## config.mk

```make
export PLATFORM = sky130hd
export DESIGN_NAME = ccs_top
export DESIGN_NICKNAME = d
export VERILOG_FILES = /design/src/ccs_pkg.sv /design/src/ccs_sw_if.sv /design/src/ccs_clk_switch.sv /design/src/ccs_tick_sync.sv /design/src/ccs_top.sv
export SDC_FILE = /design/constraint.sdc
export NUM_CORES = 1
export LEC_CHECK = 0
export ABC_AREA = 1
export BUFFER_PORTS_ARGS = -buffer_cell sky130_fd_sc_hd__buf_2
export CAP_MARGIN = 40
export CELL_PAD_IN_SITES_DETAIL_PLACEMENT = 1
export CELL_PAD_IN_SITES_GLOBAL_PLACEMENT = 1
export CORE_UTILIZATION = 39
export DETAILED_ROUTE_END_ITERATION = 10
export PLACE_DENSITY = 0.78
export SYNTH_ARGS = -nofsm -noshare
export SYNTH_HDL_FRONTEND = slang
export SYNTH_SLANG_ARGS = --single-unit
```

## constraint.sdc

```tcl
create_clock -name clock -period 1.7 [get_ports clock]
set_input_delay 0.17 -clock clock [delete_from_list [all_inputs] [get_ports clock]]
set_output_delay 0.17 -clock clock [all_outputs]
set_load 0.02 [all_outputs]
```

## src/ccs_pkg.sv

```systemverilog
// Constants and types shared by the CPU clock source selector.
package ccs_pkg;
    // Register select codes on the register port.
    localparam logic [1:0] CCS_SEL_MODE = 2'h0;
    localparam logic [1:0] CCS_SEL_RUN = 2'h1;
    localparam logic [1:0] CCS_SEL_SYS = 2'h2;
    // clock_mode_control fields.
    localparam int CCS_CMC_EXT_MAIN = 7;
    localparam int CCS_CMC_MAIN_PIN = 6;
    localparam int CCS_CMC_SUB_PIN = 4;
    localparam int CCS_CMC_SUB_AMP_B1 = 2;
    localparam int CCS_CMC_SUB_AMP_B0 = 1;
    localparam int CCS_CMC_MAIN_AMP = 0;
    localparam logic [7:0] CCS_CMC_ZERO_MASK = 8'h28;
    localparam logic [7:0] CCS_CMC_RESET = 8'h00;
    // clock_run_control fields.
    localparam int CCS_CSC_X1_STOP = 7;
    localparam int CCS_CSC_SUB_STOP = 6;
    localparam int CCS_CSC_HS_SETTLED = 1;
    localparam int CCS_CSC_HS_STOP = 0;
    localparam logic [7:0] CCS_CSC_RESET = 8'hc0;
    // system_clock_control fields.
    localparam int CCS_CKC_CLS = 7;
    localparam int CCS_CKC_CSS = 6;
    localparam int CCS_CKC_MCS = 5;
    localparam int CCS_CKC_MCM = 4;
    localparam int CCS_CKC_SUB_DIVIDE = 3;
    localparam int CCS_CKC_MDIV_HI = 2;
    localparam logic [7:0] CCS_CKC_RESET = 8'h09;
    // Option byte fields.
    localparam int CCS_OPT_WD_STBY = 0;
    localparam int CCS_OPT_WD_EN = 4;
    // Timing.
    localparam int CCS_CLK_NS = 10;
    localparam int CCS_HS_SETTLE_NS = 10000;
    localparam int CCS_HS_SETTLE_CYC = (CCS_HS_SETTLE_NS + CCS_CLK_NS - 1)
        / CCS_CLK_NS;
    localparam logic [2:0] CCS_MDIV_MAX = 3'h5;
    typedef enum logic [1:0] {
        CCS_SRC_IH = 2'b00,
        CCS_SRC_MX = 2'b01,
        CCS_SRC_SUB = 2'b10
    } ccs_src_e;
    typedef enum logic [1:0] {
        CCS_SW_RUN = 2'b00,
        CCS_SW_DRAIN = 2'b01,
        CCS_SW_ARM = 2'b11
    } ccs_sw_e;
endpackage

```

## src/ccs_sw_if.sv

```systemverilog
// Signals between the controller and the glitch-free clock switch.
`timescale 1ns/1ns
interface ccs_sw_if;
    logic [2:0] src_tick;
    ccs_pkg::ccs_src_e req_src;
    logic [2:0] req_div;
    logic hold;
    logic out_tick;
    ccs_pkg::ccs_src_e act_src;
    modport ctrl (output src_tick, output req_src, output req_div,
        output hold, input out_tick, input act_src);
    modport sw (input src_tick, input req_src, input req_div,
        input hold, output out_tick, output act_src);
endinterface

```

## src/ccs_clk_switch.sv

```systemverilog
// Glitch-free source switch and divider for the CPU clock tick.
`timescale 1ns/1ns
module ccs_clk_switch (
    input wire logic clock,
    input wire logic arst_n,
    ccs_sw_if.sw sw
);
    ccs_pkg::ccs_sw_e state;
    logic [4:0] cnt;
    logic [2:0] div;
    logic act_tick;
    logic new_tick;
    logic period_end;

    function automatic logic [4:0] div_top(input logic [2:0] d);
        logic [2:0] c;
        c = (d > ccs_pkg::CCS_MDIV_MAX) ? ccs_pkg::CCS_MDIV_MAX : d;
        div_top = 5'((6'h01 << c) - 6'h01);
    endfunction

    always_comb begin
        act_tick = sw.src_tick[sw.act_src];
        new_tick = sw.src_tick[sw.req_src];
        period_end = act_tick && (cnt == div_top(div));
    end

    // A change only takes effect once the running period has ended; a source
    // change also waits for an edge of the new source, so no short period ever leaves.
    always_ff @(posedge clock or negedge arst_n) begin
        if (!arst_n) begin
            state <= ccs_pkg::CCS_SW_RUN;
            sw.act_src <= ccs_pkg::CCS_SRC_IH;
            div <= ccs_pkg::CCS_CKC_RESET[ccs_pkg::CCS_CKC_MDIV_HI:0];
            cnt <= 5'h00;
        end else begin
            if (act_tick) begin
                cnt <= period_end ? 5'h00 : cnt + 5'h01;
            end
            case (state)
                ccs_pkg::CCS_SW_RUN: begin
                    if (sw.req_src != sw.act_src || sw.req_div != div) begin
                        state <= ccs_pkg::CCS_SW_DRAIN;
                    end
                end
                ccs_pkg::CCS_SW_DRAIN: begin
                    if (period_end && sw.req_src == sw.act_src) begin
                        div <= sw.req_div;
                        state <= ccs_pkg::CCS_SW_RUN;
                    end else if (period_end) begin
                        state <= ccs_pkg::CCS_SW_ARM;
                    end
                end
                ccs_pkg::CCS_SW_ARM: begin
                    if (new_tick) begin
                        sw.act_src <= sw.req_src;
                        div <= sw.req_div;
                        cnt <= 5'h00;
                        state <= ccs_pkg::CCS_SW_RUN;
                    end
                end
                default: begin
                    state <= ccs_pkg::CCS_SW_RUN;
                end
            endcase
        end
    end

    always_ff @(posedge clock or negedge arst_n) begin
        if (!arst_n) begin
            sw.out_tick <= 1'b0;
        end else begin
            sw.out_tick <= period_end && !sw.hold;
        end
    end
endmodule

```

## src/ccs_tick_sync.sv

```systemverilog
// Oscillator pin synchroniser that yields one tick per rising edge.
`timescale 1ns/1ns
module ccs_tick_sync (
    input wire logic clock,
    input wire logic arst_n,
    input wire logic osc_in,
    output logic tick
);
    logic meta;
    logic sync;
    logic prev;

    always_ff @(posedge clock or negedge arst_n) begin
        if (!arst_n) begin
            meta <= 1'b0;
            sync <= 1'b0;
            prev <= 1'b0;
            tick <= 1'b0;
        end else begin
            meta <= osc_in;
            sync <= meta;
            prev <= sync;
            tick <= sync & ~prev;
        end
    end
endmodule

```

## src/ccs_top.sv

```systemverilog
// CPU clock source selector: registers, oscillator control and status.
// What this block does
// - Main select 0 runs CPU from internal oscillator divided 1 to 32.
// - STOP instruction enters STOP mode and halts internal oscillator.
// - Writing internal oscillator stop bit 1 stops the oscillator.
// - Status bits report the source: 00 internal, 01 main, 1x sub.
// - Sub crystal pins are input ports after reset and while unused.
// - The mode control register takes one write only after reset.
// - Clearing the sub oscillator stop bit starts the sub oscillator once its pins are in oscillator mode.
// - Sub select 1 runs CPU from sub clock, halved when divide set.
// - On sub clock peripherals share it; converters not guaranteed.
// - Writing sub oscillator stop bit 1 stops the sub oscillator.
// - STOP mode leaves the sub oscillator running.
// - Low-speed oscillator never drives the CPU, only the watchdog.
// - Low-speed oscillator starts after reset when watchdog enabled.
// - Low-speed oscillator runs always while the watchdog operates.
// - Standby watchdog bit 0 plus HALT or STOP stops low-speed osc.
// - Watchdog enable bit 0 keeps the low-speed oscillator stopped.
// - Clearing the internal oscillator stop bit restarts it.
// - After reset internal oscillator runs and drives the CPU.
`timescale 1ns/1ns
module ccs_top (
    input wire logic clock,
    input wire logic arst_n,
    input wire logic [1:0] sfr_sel,
    input wire logic sfr_wr,
    input wire logic sfr_rd,
    input wire logic [7:0] sfr_wdata,
    output logic [7:0] sfr_rdata,
    input wire logic stop_exec,
    input wire logic halt_exec,
    input wire logic standby_release,
    input wire logic [7:0] option_byte,
    input wire logic ih_osc_clk,
    input wire logic mx_osc_clk,
    input wire logic sub_osc_clk,
    output logic ih_osc_run,
    output logic mx_osc_run,
    output logic sub_osc_run,
    output logic ls_osc_run,
    output logic sub_pins_as_port,
    output logic cpu_tick,
    output logic periph_tick,
    output logic adc_iic_unguaranteed,
    output logic stop_mode,
    output logic halt_mode
);
    localparam int SETTLE_W = $clog2(ccs_pkg::CCS_HS_SETTLE_CYC + 1);
    localparam logic [SETTLE_W-1:0] SETTLE_END =
        SETTLE_W'(ccs_pkg::CCS_HS_SETTLE_CYC);

    logic [7:0] clock_mode_control;
    logic mode_locked;
    logic x1_stop;
    logic sub_osc_stop;
    logic internal_hs_osc_stop;
    logic sub_clock_select;
    logic main_clock_select;
    logic sub_divide;
    logic [2:0] main_divide_ratio;
    logic hs_settled;
    logic [SETTLE_W-1:0] settle_cnt;
    logic opt_loaded;
    logic watchdog_enable_opt;
    logic watchdog_standby_run;
    logic cpu_on_sub_status;
    logic main_source_status;
    logic wr_mode;
    logic wr_run;
    logic wr_sys;
    logic [7:0] next_rdata;

    ccs_sw_if swif ();

    // ------------------------------------------------------------------
    // Oscillator pin synchronisers and the clock switch
    // ------------------------------------------------------------------

    ccs_tick_sync ih_sync (
        .clock(clock),
        .arst_n(arst_n),
        .osc_in(ih_osc_clk),
        .tick(swif.src_tick[ccs_pkg::CCS_SRC_IH])
    );

    ccs_tick_sync mx_sync (
        .clock(clock),
        .arst_n(arst_n),
        .osc_in(mx_osc_clk),
        .tick(swif.src_tick[ccs_pkg::CCS_SRC_MX])
    );

    ccs_tick_sync sub_sync (
        .clock(clock),
        .arst_n(arst_n),
        .osc_in(sub_osc_clk),
        .tick(swif.src_tick[ccs_pkg::CCS_SRC_SUB])
    );

    ccs_clk_switch clk_switch (
        .clock(clock),
        .arst_n(arst_n),
        .sw(swif.sw)
    );

    // The low-speed oscillator has no path into this selection.
    always_comb begin
        if (sub_clock_select) begin
            swif.req_src = ccs_pkg::CCS_SRC_SUB;
            swif.req_div = {2'b00, sub_divide};
        end else if (main_clock_select) begin
            swif.req_src = ccs_pkg::CCS_SRC_MX;
            swif.req_div = main_divide_ratio;
        end else begin
            swif.req_src = ccs_pkg::CCS_SRC_IH;
            swif.req_div = main_divide_ratio;
        end
        swif.hold = stop_mode || stop_exec;
    end

    // ------------------------------------------------------------------
    // Register writes
    // ------------------------------------------------------------------

    always_comb begin
        wr_mode = sfr_wr && sfr_sel == ccs_pkg::CCS_SEL_MODE;
        wr_run = sfr_wr && sfr_sel == ccs_pkg::CCS_SEL_RUN;
        wr_sys = sfr_wr && sfr_sel == ccs_pkg::CCS_SEL_SYS;
    end

    // Only the first write after reset lands; later writes are dropped.
    always_ff @(posedge clock or negedge arst_n) begin
        if (!arst_n) begin
            clock_mode_control <= ccs_pkg::CCS_CMC_RESET;
            mode_locked <= 1'b0;
        end else if (wr_mode && !mode_locked) begin
            clock_mode_control <= sfr_wdata & ~ccs_pkg::CCS_CMC_ZERO_MASK;
            mode_locked <= 1'b1;
        end
    end

    always_ff @(posedge clock or negedge arst_n) begin
        if (!arst_n) begin
            x1_stop <= ccs_pkg::CCS_CSC_RESET[ccs_pkg::CCS_CSC_X1_STOP];
            sub_osc_stop <= ccs_pkg::CCS_CSC_RESET[ccs_pkg::CCS_CSC_SUB_STOP];
            internal_hs_osc_stop <=
                ccs_pkg::CCS_CSC_RESET[ccs_pkg::CCS_CSC_HS_STOP];
        end else if (wr_run) begin
            x1_stop <= sfr_wdata[ccs_pkg::CCS_CSC_X1_STOP];
            sub_osc_stop <= sfr_wdata[ccs_pkg::CCS_CSC_SUB_STOP];
            internal_hs_osc_stop <=
                sfr_wdata[ccs_pkg::CCS_CSC_HS_STOP];
        end
    end

    // The two status bits of this register are read-only.
    always_ff @(posedge clock or negedge arst_n) begin
        if (!arst_n) begin
            sub_clock_select <= ccs_pkg::CCS_CKC_RESET[ccs_pkg::CCS_CKC_CSS];
            main_clock_select <=
                ccs_pkg::CCS_CKC_RESET[ccs_pkg::CCS_CKC_MCM];
            sub_divide <= ccs_pkg::CCS_CKC_RESET[ccs_pkg::CCS_CKC_SUB_DIVIDE];
            main_divide_ratio <=
                ccs_pkg::CCS_CKC_RESET[ccs_pkg::CCS_CKC_MDIV_HI:0];
        end else if (wr_sys) begin
            sub_clock_select <= sfr_wdata[ccs_pkg::CCS_CKC_CSS];
            main_clock_select <= sfr_wdata[ccs_pkg::CCS_CKC_MCM];
            sub_divide <= sfr_wdata[ccs_pkg::CCS_CKC_SUB_DIVIDE];
            main_divide_ratio <= sfr_wdata[ccs_pkg::CCS_CKC_MDIV_HI:0];
        end
    end

    // ------------------------------------------------------------------
    // Standby modes
    // ------------------------------------------------------------------

    // An instruction in the same cycle as a release still enters standby.
    always_ff @(posedge clock or negedge arst_n) begin
        if (!arst_n) begin
            stop_mode <= 1'b0;
        end else if (stop_exec) begin
            stop_mode <= 1'b1;
        end else if (standby_release) begin
            stop_mode <= 1'b0;
        end
    end

    always_ff @(posedge clock or negedge arst_n) begin
        if (!arst_n) begin
            halt_mode <= 1'b0;
        end else if (halt_exec) begin
            halt_mode <= 1'b1;
        end else if (standby_release) begin
            halt_mode <= 1'b0;
        end
    end

    // ------------------------------------------------------------------
    // Option byte capture
    // ------------------------------------------------------------------

    // The option byte is taken once, in the first cycle after release.
    always_ff @(posedge clock or negedge arst_n) begin
        if (!arst_n) begin
            opt_loaded <= 1'b0;
            watchdog_enable_opt <= 1'b0;
            watchdog_standby_run <= 1'b0;
        end else if (!opt_loaded) begin
            opt_loaded <= 1'b1;
            watchdog_enable_opt <= option_byte[ccs_pkg::CCS_OPT_WD_EN];
            watchdog_standby_run <= option_byte[ccs_pkg::CCS_OPT_WD_STBY];
        end
    end

    // ------------------------------------------------------------------
    // Oscillator run controls
    // ------------------------------------------------------------------

    always_ff @(posedge clock or negedge arst_n) begin
        if (!arst_n) begin
            ih_osc_run <= 1'b0;
            mx_osc_run <= 1'b0;
            sub_osc_run <= 1'b0;
        end else begin
            ih_osc_run <= !internal_hs_osc_stop && !stop_mode;
            mx_osc_run <= !x1_stop && !stop_mode &&
                clock_mode_control[ccs_pkg::CCS_CMC_MAIN_PIN];
            sub_osc_run <= !sub_osc_stop &&
                clock_mode_control[ccs_pkg::CCS_CMC_SUB_PIN];
        end
    end

    // Software has no control here: only the option byte and standby do.
    always_ff @(posedge clock or negedge arst_n) begin
        if (!arst_n) begin
            ls_osc_run <= 1'b0;
        end else begin
            ls_osc_run <= opt_loaded && watchdog_enable_opt &&
                !((stop_mode || halt_mode) && !watchdog_standby_run);
        end
    end

    always_ff @(posedge clock or negedge arst_n) begin
        if (!arst_n) begin
            sub_pins_as_port <= 1'b1;
        end else begin
            sub_pins_as_port <=
                !clock_mode_control[ccs_pkg::CCS_CMC_SUB_PIN];
        end
    end

    // Counts the settling time after each internal oscillator start.
    always_ff @(posedge clock or negedge arst_n) begin
        if (!arst_n) begin
            settle_cnt <= '0;
            hs_settled <= 1'b0;
        end else if (!ih_osc_run) begin
            settle_cnt <= '0;
            hs_settled <= 1'b0;
        end else if (settle_cnt != SETTLE_END) begin
            settle_cnt <= settle_cnt + 1'b1;
        end else begin
            hs_settled <= 1'b1;
        end
    end

    // ------------------------------------------------------------------
    // Clock outputs and source status
    // ------------------------------------------------------------------

    always_comb begin
        cpu_on_sub_status = swif.act_src == ccs_pkg::CCS_SRC_SUB;
        main_source_status = swif.act_src == ccs_pkg::CCS_SRC_MX;
    end

    // HALT stops only the CPU tick; the peripherals keep their clock.
    always_ff @(posedge clock or negedge arst_n) begin
        if (!arst_n) begin
            cpu_tick <= 1'b0;
            periph_tick <= 1'b0;
            adc_iic_unguaranteed <= 1'b0;
        end else begin
            cpu_tick <= swif.out_tick && !halt_mode && !stop_exec;
            periph_tick <= swif.out_tick && !stop_exec;
            adc_iic_unguaranteed <= cpu_on_sub_status;
        end
    end

    // ------------------------------------------------------------------
    // Register reads
    // ------------------------------------------------------------------

    always_comb begin
        next_rdata = 8'h00;
        case (sfr_sel)
            ccs_pkg::CCS_SEL_MODE: begin
                next_rdata = clock_mode_control;
            end
            ccs_pkg::CCS_SEL_RUN: begin
                next_rdata[ccs_pkg::CCS_CSC_X1_STOP] = x1_stop;
                next_rdata[ccs_pkg::CCS_CSC_SUB_STOP] = sub_osc_stop;
                next_rdata[ccs_pkg::CCS_CSC_HS_SETTLED] = hs_settled;
                next_rdata[ccs_pkg::CCS_CSC_HS_STOP] = internal_hs_osc_stop;
            end
            ccs_pkg::CCS_SEL_SYS: begin
                next_rdata[ccs_pkg::CCS_CKC_CLS] = cpu_on_sub_status;
                next_rdata[ccs_pkg::CCS_CKC_CSS] = sub_clock_select;
                next_rdata[ccs_pkg::CCS_CKC_MCS] = main_source_status;
                next_rdata[ccs_pkg::CCS_CKC_MCM] = main_clock_select;
                next_rdata[ccs_pkg::CCS_CKC_SUB_DIVIDE] = sub_divide;
                next_rdata[ccs_pkg::CCS_CKC_MDIV_HI:0] = main_divide_ratio;
            end
            default: begin
                next_rdata = 8'h00;
            end
        endcase
    end

    always_ff @(posedge clock or negedge arst_n) begin
        if (!arst_n) begin
            sfr_rdata <= 8'h00;
        end else if (sfr_rd) begin
            sfr_rdata <= next_rdata;
        end
    end
endmodule

```

==> summary.txt <==
Synth Register Bits: 73
Syn Inst Count: 376
Initial antenna violation count: 0
Share of cells above drive strength 1: 25.8%
Ports: 46
Seq/Total Area, Yosys: 55.7%
Clock skew: 0.0103 ns
Finished Layout Cells: 554
Top cell type's share of synthesized area: 51.0%
CTS max path bufs: 2
First-pass GRT wire length: 12800 um
Tcrit/Tclk final: 112%
CTS tree: built
Via count: 2678
Crit end category: flop
Vias in the first global route: 2830
Leak: 2.01 nW
Unrepaired setup endpoints after global routing: true
Violated checks: setup timing
Core area: 8180 sq um
Syn avg cell area: 8.75 sq um
Most frequent cells in the layout: nand2_1, dfrtp_1, inv_1
GRT Total Usage: 18.9%
Hold Fails Final Rpt: 0
Vias per cell: 4.83
Hold WC Path Type: in2reg
Area after DPL: 3740 sq um
Antenna Cells: 0
Die Wd: 93.9 um
Clk sinks: 73
Net count, final: 476
# placed instances: 530
# DRC: 0
PD cells: 1360 nW/um^2
Slack of the worst reg-to-reg path: -0.20 ns
Post-synth net total: 408
Pwr Total: 0.00549 W
CTS H-tree lvls: 3
Post-Route WL: 7470 um
Arr. time, crit path: 2.13 ns
HPWL Detailed: 5550 um
Starting Density: 40.3%
Crit path required time: 1.93 ns
Crit path max fanout: 5
Most common cell after layout, fill and taps aside: nand2_1
WL/cell: 13.5 um
Die height: 93.9 um
Post-synthesis cell area: 3290 sq um
Area grow syn2layout: 22.3%
Top cell type by total area after synthesis: dfrtp_1
Die area: 8810 sq um
Grt ovf: 0
Crit start category: flop
CP Class: reg2reg
Site Rows: 33
Max VDD drop: 0.000582 V
PortBufs: 38
Drt pass-1 iters: 4
CTS Buf Count: 9
Netlist cell types: 35
Hold_ws: 0.0201 ns
Ys Warns: 0
Worst slew pin tran: 0.508 ns
Slew Viols, Final: 0
Final antenna-violating net count: 0
Worst-skew pair later-pin latency: 0.34 ns
Routability cong.: 0.818
Filler cells: 986
Largest net degree at the start of global routing: 40
Fmax: 0.527 GHz
Final core occ: 49.2%
PnR worst setup slack: -0.198 ns
Max Cap Viol: 0
Reg clk slew, reported paths: 0.08 ns
Rel. slew slack: 66.0%
Fin area: 4030 sq um
Top cells by area, synth: dfrtp_1, nand2_1, inv_1
Tmin final: 1.90 ns
Initial drt markers: 85
Outcome: finished, violations left
Clock root cell: clkbuf_8
Final setup violation count: 11
-- cell type report --
class                   count  area, sq um  area share [%]
clock buffers              11          131            3.26
clock inverters             5         41.3            1.03
inverters                  58          218            5.41
multi-input cells         242         1290            32.0
flip-flops and latches     73         1830            45.6
well taps                 105          131            3.26
repair buffers             60          380            9.45
-- power by group --
part | internal [W] | switching [W]
Combinational | 0.000869 | 0.00124
Sequential | 0.00197 | 0.000205
Clock | 0.000541 | 0.000660
Total | 0.00338 | 0.00211
-- Yosys cell counts --
cell / number
nor2_2: 4
nor2_1: 34
o211ai_1: 5
nand2_4: 1
clkbuf_1: 2
buf_1: 1
mux2_2: 6
o21ai_0: 17
xnor2_1: 1
a21boi_1: 1
a31oi_1: 2
inv_1: 54
nand2_1: 97
xor2_1: 3
nand3_1: 15
nand2_2: 6
conb_1: 1
nor3_1: 9
nor4_1: 1
ha_1: 4
nand4_1: 7
a211oi_1: 1
o21ai_1: 9
nand3_4: 1
dfrtp_1: 67
nand3_2: 1
a21oi_1: 7
o22ai_1: 2
nor2_4: 2
dfstp_2: 6
o21bai_1: 2
inv_2: 4
o21ai_2: 1
and3_1: 1
nor3b_2: 1
-- metrics by stage --
stage / TNS [ns] / worst slack, ns
final: -1.79 / -0.198
after floorplan: -0.166 / -0.0649
after global placement: -0.682 / -0.103
after global routing: -3.07 / -0.313
after detailed placement: -1.25 / -0.171
after CTS: -1.40 / -0.182
-- metal layers --
metal / vias up / part of all wire, % / track usage (%)
li1: 1326 / - / -
met1: 1309 / 45 / 23.3
met2: 30 / 50 / 32.2
met3: 13 / 2.5 / 4.13
met4: 0 / 1.8 / 7.44
met5: - / 0 / 0
-- state kept, by name, summed over array words and instances (netlist names), 2 cells and up --
| signal | cells |
|---|---|
| sfr_rdata | 8 |
| clock_mode_control | 6 |
| main_divide_ratio | 3 |
| clk_switch.div | 3 |
| settle_cnt | 10 |
| clk_switch.state | 2 |
| clk_switch.sw.act_src | 2 |
| clk_switch.cnt | 5 |
-- worst paths after layout --
| check | start | end | cells past startpoint |
|---|---|---|---|
| min in group asynchronous | arst_n | settle_cnt[5]$_DFFE_PN0P_ | 2 |
| setup / recovery | clk_switch.div[1]$_DFFE_PN0P_ | clk_switch.div[2]$_DFFE_PN0P_ | 14 |
| hold / removal | standby_release | stop_mode$_DFFE_PN0P_ | 2 |
| hold reg to reg | mx_sync.meta$_DFF_PN0_ | mx_sync.sync$_DFF_PN0_ | 0 |
| max in group asynchronous | arst_n | main_divide_ratio[0]$_DFFE_PN1P_ | 3 |
| setup reg to reg | clk_switch.div[1]$_DFFE_PN0P_ | clk_switch.div[2]$_DFFE_PN0P_ | 14 |
-- logic make-up after synthesis --
logic type / synth area share [%]
AOI/OAI and AO/OA: 8.10
xor gates and xnor gates: 1.06
adders and majority gates: 1.52
buffers and inverters: 6.96
DFF: 55.7
muxes: 2.05
other: 0.114
and+or+nand+nor: 24.4
-- worst max-delay path: stages (launching register included) --
cell and delay, ns:
dfrtp_1 0.42, nor2_2 0.17, nand2_2 0.09, ha_4 0.27, inv_2 0.03, nand2_2 0.06
nand2_2 0.06, nor2_4 0.09, nand2_2 0.07, nor2_4 0.10, nand3_4 0.11, nand2_4 0.11
nand3_4 0.08, nand2_2 0.09, nand2_2 0.04
-- what timing repair did --
item / in CTS / in global routing
endpoints found under the hold margin: 37 / 0
setup endpoints to repair: 11 / 12
resized for setup: 1 / 10
pin swaps: 1 / 6
hold buffers: 4 / 0
buffers inserted: 1 / 3
No activity file was read; power rests on OpenSTA's default activity.
